==> src/include/led_flash_pkg.sv <==
// shared constants and types for the led flash control register bank
package led_flash_pkg;

	// serial slave address and register offsets
	localparam logic [6:0] SLAVE_ADDR     = 7'h53;
	localparam logic [7:0] OFS_GPIO       = 8'h20;
	localparam logic [7:0] OFS_VIN_MON    = 8'h80;
	localparam logic [7:0] OFS_TORCH      = 8'ha0;
	localparam logic [7:0] OFS_FLASH      = 8'hb0;
	localparam logic [7:0] OFS_DURATION   = 8'hc0;
	localparam logic [7:0] OFS_FLAGS      = 8'hd0;
	localparam logic [7:0] OFS_CONFIG_ONE = 8'he0;
	localparam logic [7:0] OFS_CONFIG_TWO = 8'hf0;

	// power-on values
	localparam logic [7:0] RST_GPIO       = 8'h80;
	localparam logic [7:0] RST_VIN_MON    = 8'hf0;
	localparam logic [7:0] RST_TORCH      = 8'h50;
	localparam logic [7:0] RST_FLASH      = 8'h68;
	localparam logic [7:0] RST_DURATION   = 8'h4f;
	localparam logic [7:0] RST_FLAGS      = 8'h40;
	localparam logic [7:0] RST_CONFIG_ONE = 8'h42;
	localparam logic [7:0] RST_CONFIG_TWO = 8'hf0;

	// field positions and widths
	localparam int MODE_LSB      = 0;
	localparam int MODE_W        = 3;
	localparam int ENABLE_W      = 2;
	localparam int TORCH_LSB     = 3;
	localparam int TORCH_W       = 3;
	localparam int IND_LSB       = 6;
	localparam int IND_W         = 2;
	localparam int FLASH_LSB     = 3;
	localparam int FLASH_W       = 4;
	localparam int STROBE_SEL    = 7;
	localparam int TIMEOUT_LSB   = 0;
	localparam int TIMEOUT_W     = 5;
	localparam int LIMIT_LSB     = 5;
	localparam int LIMIT_W       = 2;
	localparam int DUR_FIXED_BIT = 7;
	localparam int FLAG_TIMEOUT  = 0;

	// flash timeout step and clock rate
	localparam int CLK_HZ          = 125_000_000;
	localparam int TIMEOUT_STEP_MS = 32;
	localparam int STEP_CYCLES     = CLK_HZ / 1000 * TIMEOUT_STEP_MS;

	// operating modes held in the shared mode field
	typedef enum logic [2:0] {
		MODE_SHUTDOWN   = 3'b000,
		MODE_INDICATOR  = 3'b001,
		MODE_TORCH      = 3'b010,
		MODE_FLASH      = 3'b011,
		MODE_VOUT       = 3'b100,
		MODE_VOUT_IND   = 3'b101,
		MODE_VOUT_TORCH = 3'b110,
		MODE_VOUT_FLASH = 3'b111
	} mode_t;

	// serial slave sequencer states
	typedef enum logic [2:0] {
		ST_IDLE  = 3'b000,
		ST_ADDR  = 3'b001,
		ST_REG   = 3'b010,
		ST_WDATA = 3'b011,
		ST_RDATA = 3'b100
	} i2c_state_t;

	// settings handed to the analog drive
	typedef struct packed {
		mode_t       mode;
		logic        indicator_on;
		logic        torch_on;
		logic        flash_armed;
		logic        flash_on;
		logic        vout_on;
		logic [2:0]  torch_level;
		logic [1:0]  indicator_level;
		logic [3:0]  flash_level;
		logic [1:0]  switch_limit;
		logic [4:0]  timeout_code;
	} led_drive_t;

endpackage

==> src/rtl/flash_timer.sv <==
// flash timeout counter in 32 ms steps
module flash_timer #(
	parameter int STEP_CYCLES = led_flash_pkg::STEP_CYCLES
) (
	// clock and reset
	input  wire logic       clk_sys,
	input  wire logic       nrst,
	// control
	input  wire logic       start,
	input  wire logic       abort,
	input  wire logic [4:0] code,
	// status
	output logic            running,
	output logic            expired
);
	import led_flash_pkg::*;

	localparam int CW = $clog2(STEP_CYCLES + 1);
	localparam logic [CW-1:0] STEP_LAST = CW'(STEP_CYCLES - 1);

	logic [CW-1:0] cycle_cnt;
	logic [5:0]    step_cnt;
	logic [5:0]    step_limit;
	logic          step_tick;

	// duration is code plus one steps
	// code plus one
	assign step_limit = {1'b0, code} + 6'h01;
	assign step_tick  = running && (cycle_cnt == STEP_LAST);

	// step divider, restarted on every new pulse
	always_ff @(posedge clk_sys or negedge nrst) begin
		if (!nrst) begin
			cycle_cnt <= '0;
		end else if (start || !running || step_tick) begin
			cycle_cnt <= '0;
		end else begin
			cycle_cnt <= cycle_cnt + CW'(1);
		end
	end

	// step counter and end of pulse
	always_ff @(posedge clk_sys or negedge nrst) begin
		if (!nrst) begin
			running  <= 1'b0;
			step_cnt <= 6'h00;
			expired  <= 1'b0;
		end else begin
			expired <= 1'b0;
			if (start) begin
				running  <= 1'b1;
				step_cnt <= 6'h00;
			end else if (abort) begin
				running <= 1'b0;
			end else if (step_tick) begin
				if (step_cnt + 6'h01 == step_limit) begin
					running <= 1'b0;
					expired <= 1'b1;
				end
				step_cnt <= step_cnt + 6'h01;
			end
		end
	end
endmodule

==> src/rtl/led_flash_control_registers.sv <==
// register bank of the led flash driver behind its serial slave port

// Contract
// - mode field decodes eight operating modes
// - torch mode write copies into flash
// - flash mode write copies into torch
// - torch bits five to three: level
// - torch bits seven, six: indicator level
// - flash bits six to three: level
// - level strobe: on while high, timeout
// - edge strobe: on for full timeout
// - timeout expiry clears mode enable bits
// - duration bits four to zero: timeout
// - timeout is code plus one times 32ms
// - duration bits six, five: switch limit
// - limit codes one to two-point-five amps
// - duration bit seven reads one after any write (reset value 0x4f leaves it zero)
// - reset loads the listed register values
module led_flash_control_registers #(
	parameter int STEP_CYCLES = led_flash_pkg::STEP_CYCLES
) (
	// clock and reset
	input  wire logic                      clk_sys,
	input  wire logic                      nrst,
	// serial slave pins
	input  wire logic                      scl_in,
	input  wire logic                      sda_in,
	output logic                           sda_out,
	output logic                           sda_oe,
	// flash trigger pin
	input  wire logic                      strobe_in,
	// drive settings
	output led_flash_pkg::led_drive_t      drive,
	output logic                           timeout_flag
);
	import led_flash_pkg::*;

	logic [2:0]  scl_sync;
	logic [2:0]  sda_sync;
	logic [2:0]  strobe_sync;
	logic        scl_rise;
	logic        scl_fall;
	logic        bus_start;
	logic        bus_stop;
	logic        strobe_rise;
	logic        strobe_lvl;

	i2c_state_t  state;
	logic [3:0]  bit_cnt;
	logic [7:0]  shift;
	logic [7:0]  rd_shift;
	logic [7:0]  rd_byte;
	logic [7:0]  reg_ptr;
	logic        ack_phase;
	logic        rw_read;
	logic        wr_en;
	logic [7:0]  wr_addr;
	logic [7:0]  wr_data;
	logic        flags_read;

	logic [7:0]  torch;
	logic [7:0]  flash;
	logic [7:0]  duration;
	logic [7:0]  flags;
	logic [7:0]  gpio;
	logic [7:0]  vin_mon;
	logic [7:0]  config_one;
	logic [7:0]  config_two;

	logic        flash_mode;
	logic        flash_start;
	logic        flash_abort;
	logic        flash_running;
	logic        flash_expired;
	logic [2:0]  mode_bits;

	// first stage feeds only the second; edges use stages two and three
	always_ff @(posedge clk_sys or negedge nrst) begin
		if (!nrst) begin
			scl_sync    <= 3'h7;
			sda_sync    <= 3'h7;
			strobe_sync <= 3'h0;
		end else begin
			scl_sync    <= {scl_sync[1:0], scl_in};
			sda_sync    <= {sda_sync[1:0], sda_in};
			strobe_sync <= {strobe_sync[1:0], strobe_in};
		end
	end

	// bus events from the settled samples
	assign scl_rise    = scl_sync[1] && !scl_sync[2];
	assign scl_fall    = !scl_sync[1] && scl_sync[2];
	assign bus_start   = scl_sync[1] && scl_sync[2] && !sda_sync[1] &&
	                     sda_sync[2];
	assign bus_stop    = scl_sync[1] && scl_sync[2] && sda_sync[1] &&
	                     !sda_sync[2];
	assign strobe_lvl  = strobe_sync[1];
	assign strobe_rise = strobe_sync[1] && !strobe_sync[2];

	// open drain: the pin is only ever pulled low
	assign sda_out = 1'b0;

	// register read decode, shared by first and following bytes
	// live register contents
	function automatic logic [7:0] read_mux(input logic [7:0] addr,
		input logic [7:0] t, input logic [7:0] f, input logic [7:0] d,
		input logic [7:0] fl, input logic [7:0] g, input logic [7:0] v,
		input logic [7:0] c1, input logic [7:0] c2);
		logic [7:0] r;
		r = 8'h00;
		unique case (addr)
			OFS_TORCH:      r = t;
			OFS_FLASH:      r = f;
			OFS_DURATION:   r = d;
			OFS_FLAGS:      r = fl;
			OFS_GPIO:       r = g;
			OFS_VIN_MON:    r = v;
			OFS_CONFIG_ONE: r = c1;
			OFS_CONFIG_TWO: r = c2;
			default:        r = 8'h00;
		endcase
		return r;
	endfunction

	// one decode feeds both the first data bit and the shift register
	assign rd_byte = read_mux(reg_ptr, torch, flash, duration, flags, gpio,
		vin_mon, config_one, config_two);

	// slave sequencer: address byte, register byte, data bytes
	// address, register, data order
	always_ff @(posedge clk_sys or negedge nrst) begin
		if (!nrst) begin
			state      <= ST_IDLE;
			bit_cnt    <= 4'h0;
			shift      <= 8'h00;
			rd_shift   <= 8'h00;
			reg_ptr    <= 8'h00;
			ack_phase  <= 1'b0;
			rw_read    <= 1'b0;
			sda_oe     <= 1'b0;
			wr_en      <= 1'b0;
			wr_addr    <= 8'h00;
			wr_data    <= 8'h00;
			flags_read <= 1'b0;
		end else begin
			wr_en      <= 1'b0;
			flags_read <= 1'b0;
			if (bus_start) begin
				state     <= ST_ADDR;
				bit_cnt   <= 4'h0;
				ack_phase <= 1'b0;
				sda_oe    <= 1'b0;
			end else if (bus_stop) begin
				state     <= ST_IDLE;
				ack_phase <= 1'b0;
				sda_oe    <= 1'b0;
			end else if (scl_rise && state != ST_IDLE) begin
				if (state == ST_RDATA && ack_phase) begin
					// host not acknowledging ends the read
					ack_phase <= 1'b0;
					bit_cnt   <= 4'h0;
					if (sda_sync[1]) begin
						state <= ST_IDLE;
					end
				end else if (!ack_phase && bit_cnt < 4'h8) begin
					shift   <= {shift[6:0], sda_sync[1]};
					bit_cnt <= bit_cnt + 4'h1;
				end
			end else if (scl_fall) begin
				unique case (state)
					ST_IDLE: begin
						sda_oe <= 1'b0;
					end
					ST_ADDR, ST_REG, ST_WDATA: begin
						if (ack_phase) begin
							// release after the acknowledge clock
							ack_phase <= 1'b0;
							bit_cnt   <= 4'h0;
							sda_oe    <= 1'b0;
							if (state == ST_ADDR && rw_read) begin
								state    <= ST_RDATA;
								rd_shift <= rd_byte << 1;
								sda_oe   <= !rd_byte[7];
								flags_read <= (reg_ptr == OFS_FLAGS);
							end else if (state == ST_ADDR) begin
								state <= ST_REG;
							end else if (state == ST_REG) begin
								reg_ptr <= shift;
								state   <= ST_WDATA;
							end
						end else if (bit_cnt == 4'h8) begin
							if (state != ST_ADDR ||
							    shift[7:1] == SLAVE_ADDR) begin
								ack_phase <= 1'b1;
								sda_oe    <= 1'b1;
								rw_read   <= (state == ST_ADDR) && shift[0];
								if (state == ST_WDATA) begin
									wr_en   <= 1'b1;
									wr_addr <= reg_ptr;
									wr_data <= shift;
								end
							end else begin
								// another slave is addressed
								state <= ST_IDLE;
							end
						end
					end
					ST_RDATA: begin
						if (ack_phase) begin
							sda_oe <= 1'b0;
						end else if (bit_cnt == 4'h0) begin
							rd_shift <= rd_byte << 1;
							sda_oe   <= !rd_byte[7];
							flags_read <= (reg_ptr == OFS_FLAGS);
						end else if (bit_cnt == 4'h8) begin
							sda_oe    <= 1'b0;
							ack_phase <= 1'b1;
						end else begin
							sda_oe   <= !rd_shift[7];
							rd_shift <= {rd_shift[6:0], 1'b0};
						end
					end
					default: begin
						state <= ST_IDLE;
					end
				endcase
			end
		end
	end

	// flash pulse control from the strobe pin and the timer
	assign mode_bits   = torch[MODE_LSB +: MODE_W];
	assign flash_mode  = (mode_bits[ENABLE_W-1:0] == 2'b11);
	assign flash_start = flash_mode && strobe_rise && !flash_running;
	// level mode ends on strobe low
	assign flash_abort = flash_running && (!flash_mode ||
	                     (!flash[STROBE_SEL] && !strobe_lvl));

	flash_timer #(
		.STEP_CYCLES (STEP_CYCLES)
	) u_timer (
		.clk_sys (clk_sys),
		.nrst    (nrst),
		.start   (flash_start),
		.abort   (flash_abort),
		.code    (duration[TIMEOUT_LSB +: TIMEOUT_W]),
		.running (flash_running),
		.expired (flash_expired)
	);

	// brightness pair with a shared mode field; host write beats expiry
	// power-on values
	always_ff @(posedge clk_sys or negedge nrst) begin
		if (!nrst) begin
			torch <= RST_TORCH;
			flash <= RST_FLASH;
		end else if (wr_en && wr_addr == OFS_TORCH) begin
			torch <= wr_data;
			flash[MODE_LSB +: MODE_W] <= wr_data[MODE_LSB +: MODE_W];
		end else if (wr_en && wr_addr == OFS_FLASH) begin
			flash <= wr_data;
			torch[MODE_LSB +: MODE_W] <= wr_data[MODE_LSB +: MODE_W];
		end else if (flash_expired) begin
			torch[MODE_LSB +: ENABLE_W] <= 2'b00;
			flash[MODE_LSB +: ENABLE_W] <= 2'b00;
		end
	end

	// duration register; top bit is set by every write whatever is written, zero from reset
	// fixed one
	always_ff @(posedge clk_sys or negedge nrst) begin
		if (!nrst) begin
			duration <= RST_DURATION;
		end else if (wr_en && wr_addr == OFS_DURATION) begin
			duration <= wr_data | (8'h01 << DUR_FIXED_BIT);
		end
	end

	// plain storage registers kept for readback
	// power-on values
	always_ff @(posedge clk_sys or negedge nrst) begin
		if (!nrst) begin
			gpio       <= RST_GPIO;
			vin_mon    <= RST_VIN_MON;
			config_one <= RST_CONFIG_ONE;
			config_two <= RST_CONFIG_TWO;
		end else if (wr_en) begin
			if (wr_addr == OFS_GPIO)       gpio       <= wr_data;
			if (wr_addr == OFS_VIN_MON)    vin_mon    <= wr_data;
			if (wr_addr == OFS_CONFIG_ONE) config_one <= wr_data;
			if (wr_addr == OFS_CONFIG_TWO) config_two <= wr_data;
		end
	end

	// flags clear on read; a timeout in the same cycle survives
	always_ff @(posedge clk_sys or negedge nrst) begin
		if (!nrst) begin
			flags <= RST_FLAGS;
		end else begin
			if (flags_read) begin
				flags <= 8'h00;
			end
			if (flash_start) begin
				flags[FLAG_TIMEOUT] <= 1'b0;
			end
			if (flash_expired) begin
				flags[FLAG_TIMEOUT] <= 1'b1;
			end
		end
	end

	// registered decode of the settings for the drive stage
	always_ff @(posedge clk_sys or negedge nrst) begin
		if (!nrst) begin
			drive        <= '0;
			timeout_flag <= 1'b0;
		end else begin
			drive.mode         <= mode_t'(mode_bits);
			drive.vout_on      <= mode_bits[2];
			drive.indicator_on <= (mode_bits[1:0] == 2'b01);
			drive.torch_on     <= (mode_bits[1:0] == 2'b10);
			drive.flash_armed  <= flash_mode;
			drive.flash_on     <= flash_running;
			drive.torch_level     <= torch[TORCH_LSB +: TORCH_W];
			drive.indicator_level <= torch[IND_LSB +: IND_W];
			drive.flash_level     <= flash[FLASH_LSB +: FLASH_W];
			drive.switch_limit    <= duration[LIMIT_LSB +: LIMIT_W];
			drive.timeout_code    <= duration[TIMEOUT_LSB +: TIMEOUT_W];
			timeout_flag          <= flags[FLAG_TIMEOUT];
		end
	end
endmodule

==> config.mk <==
export PLATFORM = sky130hd
export DESIGN_NAME = led_flash_control_registers
export DESIGN_NICKNAME = d
export VERILOG_FILES = /design/src/include/led_flash_pkg.sv /design/src/rtl/flash_timer.sv /design/src/rtl/led_flash_control_registers.sv
export SDC_FILE = /design/constraint.sdc
export NUM_CORES = 1
export LEC_CHECK = 0
export ABC_AREA = 0
export BUFFER_PORTS_ARGS = -buffer_cell sky130_fd_sc_hd__buf_2
export CAP_MARGIN = 40
export CORE_MARGIN = 1.5
export CORE_UTILIZATION = 56
export CTS_BUF_LIST = sky130_fd_sc_hd__clkbuf_4 sky130_fd_sc_hd__clkbuf_8 sky130_fd_sc_hd__clkbuf_16
export CTS_CLUSTER_DIAMETER = 50
export DETAILED_ROUTE_END_ITERATION = 10
export GPL_TIMING_DRIVEN = 0
export PLACE_DENSITY = 0.79
export SLEW_MARGIN = 25
export SYNTH_ARGS = -nofsm -noshare
export SYNTH_HDL_FRONTEND = slang
export SYNTH_HIERARCHICAL = 1
export SYNTH_SLANG_ARGS = --single-unit
==> constraint.sdc <==
create_clock -name clk_sys -period 2.3 [get_ports clk_sys]
set_clock_uncertainty 0.15 [all_clocks]
set_input_delay 0.23 -clock clk_sys [delete_from_list [all_inputs] [get_ports clk_sys]]
set_output_delay 0.23 -clock clk_sys [all_outputs]
set_load 0.01 [all_outputs]
==> results.yml <==
global_routing:
  grt_max_degree: 90
  grtUsageTotal: 0.2542
  antenna_found_initial: 0
  overflow: 0
  grt_pass1_wl_um: 28320
  grt_pass1_vias: 5468
final_layout:
  drive_gt1_frac: 0.3405
  fin_nets: 737
  area_growth_syn_to_layout_pct: 17.54
  final_common_cell: "dfrtp_1"
  final_cell_mix: "141 x dfrtp_1, 64 x mux2_2, 59 x nand2_1, 46 x nor2_1, 35 x buf_2"
  fillers: 965
  multi_input_area_sq_um: 3490
  seqCellArea_sq_um: 4264
  diodes: 0
  final_area_sq_um: 9138
timing:
  fin_crit_sh: 0.9983
  setup_viol_count_final: 0
  worstMarginPinSlew_ns: 0.6089
  min_period_ns: 2.296
  fmax_mhz: 435.5
  worst_slack_ns: 0.003980
  grt_setup_unrepaired: "true"
  hold_ws_ns: 0.2034
  report.final.slew_viol_count: 0
  slew-limit-headroom: 0.5941
  fin_setup_tns_ns: 0
  hold_viol: 0
power:
  p_per_area_nw_per_um2: 683.7
  ir_drop_mv: 0.5584
  p_total_uw: 6247
  leakagePower_uw: 0.004112
worst_setup_path:
  r2r-start: "u_timer/cycle_cnt[14]"
  crit_cells: 5
  end_kind: "flop"
  critPathTopFamily: "simple AND/OR/NAND/NOR gates"
  arrival_ns: 2.47
  cp_cell_sequence: "or4b_1, or4_4, nor4_2, xnor2_1, nor2_1"
  cp_num_buf_inv: 0
  cpPeakStageDelay_ns: 0.59
  timing.critical_path.required_ns: 2.47
  worstSetupStartpointType: "flop"
  cp_max_fo: 7
  worst_path_max_delay_cell: "or4_4"
  r2r_end: "u_timer/step_cnt[3]"
  worst-r2r-cell-count: 5
  crit_type: "flop to flop"
  ff2ff_setup_slack_ns: 0.004
clock_tree:
  clock_path_buffers: 2
  cts_root_buf: "clkbuf_16"
  clk_latency_ns: 0.44
  htree_levels: 4
  clk_transition_reported_paths_ns: 0.07
  cts.sinks: 169
  cts_tree: "yes"
  numCtsBuffers: 17
yosys:
  async_flop_share: 1.000
  syn_area_sq_um: 7774
  seq_area_frac_synth: 0.5485
  ys_ff_latch: 169
  synth_edf_count: 0
  synthesis.nets: 666
  avgSynthCellArea_sq_um: 11.85
  synthCells: 656
  yosys_warnings: 6
  synth.distinct_cells: 70
  ys.flop_type: "dfrtp_1"
floorplanning:
  core_area_sq_um: 13400
  num_rows: 42
  die_h_um: 120.8
  pin_count: 32
  initial_utilization: 0.5801
  dieArea_sq_um: 14600
  die_w_um: 120.8
route:
  first_pass_iters: 5
  drc: 0
  drt_wl_total_um: 17530
  drtAntennaViolNets: 0
  drt_iter0_drc: 544
  dr_total_vias: 5506
  viasPerCell: 6.011
  wl_per_cell_um: 19.14
placement:
  placed_area_sq_um: 8205
  port_buffers: 30
  dp_worst_setup_slack_ns: -0.3897
  dp_hpwl_um: 11560
  gp_congestion: 0.9038
run_status:
  outcome: "finished clean"
hold_path:
  min_path_type: "input port to async pin"
job:
  cap_violations: 0
==> logic make-up after synthesis <==
group                    share of synthesized area
other                                    0.0004824
flip-flops                                  0.5485
AND/OR/NAND/NOR                             0.1632
AO/OA/AOI/OAI                              0.07436
buffers and inverters                      0.02286
multiplexers                                0.1391
XOR/XNOR                                   0.04346
adder cells (fa/ha/maj)                   0.008048
==> cell usage after synthesis, types with 4 or more instances <==
| master | count | area (sq um) |
|---|---|---|
| dfrtp_1 | 141 | 3528 |
| mux2_2 | 64 | 720.7 |
| nand2_1 | 59 | 221.5 |
| nor2_1 | 50 | 187.7 |
| dfstp_2 | 28 | 735.7 |
| nand3_1 | 28 | 140.1 |
| xnor2_1 | 27 | 236.5 |
| mux2_4 | 18 | 270.3 |
| o21ai_0 | 14 | 70.07 |
| a21oi_1 | 13 | 65.06 |
| clkbuf_1 | 13 | 48.80 |
| inv_1 | 11 | 41.29 |
| nor2b_1 | 10 | 62.56 |
| nor3b_1 | 10 | 75.07 |
| and3_1 | 9 | 56.30 |
| mux2i_1 | 9 | 90.09 |
| xor2_1 | 9 | 78.83 |
| nor3_1 | 8 | 40.04 |
| buf_2 | 7 | 35.03 |
| nand4_1 | 7 | 43.79 |
| nor4_1 | 6 | 37.54 |
| o211ai_1 | 6 | 45.04 |
| a22oi_1 | 5 | 37.54 |
| a2bb2oi_1 | 5 | 43.79 |
| ha_1 | 5 | 62.56 |
| a211oi_1 | 4 | 30.03 |
| and2_1 | 4 | 25.02 |
| nand2b_1 | 4 | 25.02 |
| nand3b_1 | 4 | 30.03 |
| o31ai_1 | 4 | 30.03 |
| or2_2 | 4 | 25.02 |
| or3_1 | 4 | 25.02 |
==> where the power goes <==
| group | internal (uW) | switching (uW) | leakage (uW) | total [uW] |
|---|---|---|---|---|
| Sequential | 3030 | 57.4 | 0.00225 | 3090 |
| Combinational | 168 | 231 | 0.00159 | 398 |
| Clock | 1550 | 1210 | 0.000268 | 2760 |
==> metal layers <==
metal  GRT usage  vias to the layer above  part of all wire
met5           0                        -                 0
met4     0.09338                        0             0.022
met3     0.05708                       43             0.051
met2      0.4109                      182              0.49
met1      0.3377                     2798              0.44
li1            -                     2483                 -
==> state kept, by name (all words and copies together), names as in the netlist, 2 cells and up <==
signal             cells
scl_sync               3
u_timer/cycle_cnt     22
drive                 23
config_one             8
wr_data                8
duration               8
gpio                   8
reg_ptr                8
config_two             8
flags                  2
u_timer/step_cnt       6
shift                  8
torch                  7
flash                  6
state                  3
rd_shift               7
sda_sync               3
wr_addr                8
vin_mon                8
strobe_sync            3
bit_cnt                4
==> stage by stage <==
stage | std cells | util
floorplan | 656 | -
global placement | 862 | 0.6092
detailed placement | 864 | 0.6123
CTS | 908 | 0.6678
global route | 916 | 0.6819
finish | 916 | 0.6819
==> worst reg2reg max path, cell delays in order, from the launching register on <==
cell and delay, ns:
dfrtp_1 0.37, or4b_1 0.53, or4_4 0.59, nor4_2 0.32, xnor2_1 0.16, nor2_1 0.06
==> worst max path at each step <==
stage | startpoint | end | slack [ns]
finish | u_timer/cycle_cnt[14] | u_timer/step_cnt[3] | 0.004
global route | u_timer/cycle_cnt[14] | u_timer/step_cnt[5] | -0.05
CTS | torch[1] | u_timer/cycle_cnt[7] | 0.007
detailed placement | bit_cnt[0] | rd_shift[7] | -0.39
global placement | nrst | config_one[3] | -1.54
floorplan | u_timer/cycle_cnt[17] | u_timer/step_cnt[4] | 0.06
==> final cells by class <==
cell class	count	area share
sequential	169	0.4667
multi-input combinational	449	0.3819
clock buffer	19	0.04957
timing repair buffer	56	0.04491
tap	176	0.02410
buffer	23	0.01506
clock inverter	13	0.01328
inverter	11	0.004519
==> timing repair <==
item                                    in CTS  in global routing
hold endpoints to repair                    75                  0
endpoints found under the setup margin      72                 62
pin swaps                                    2                  5
setup buffers                               10                  8
resized for setup                           15                 27
hold buffers                                 4                  0
cloned                                       0                  1
Power figures use the tool's default switching activity.
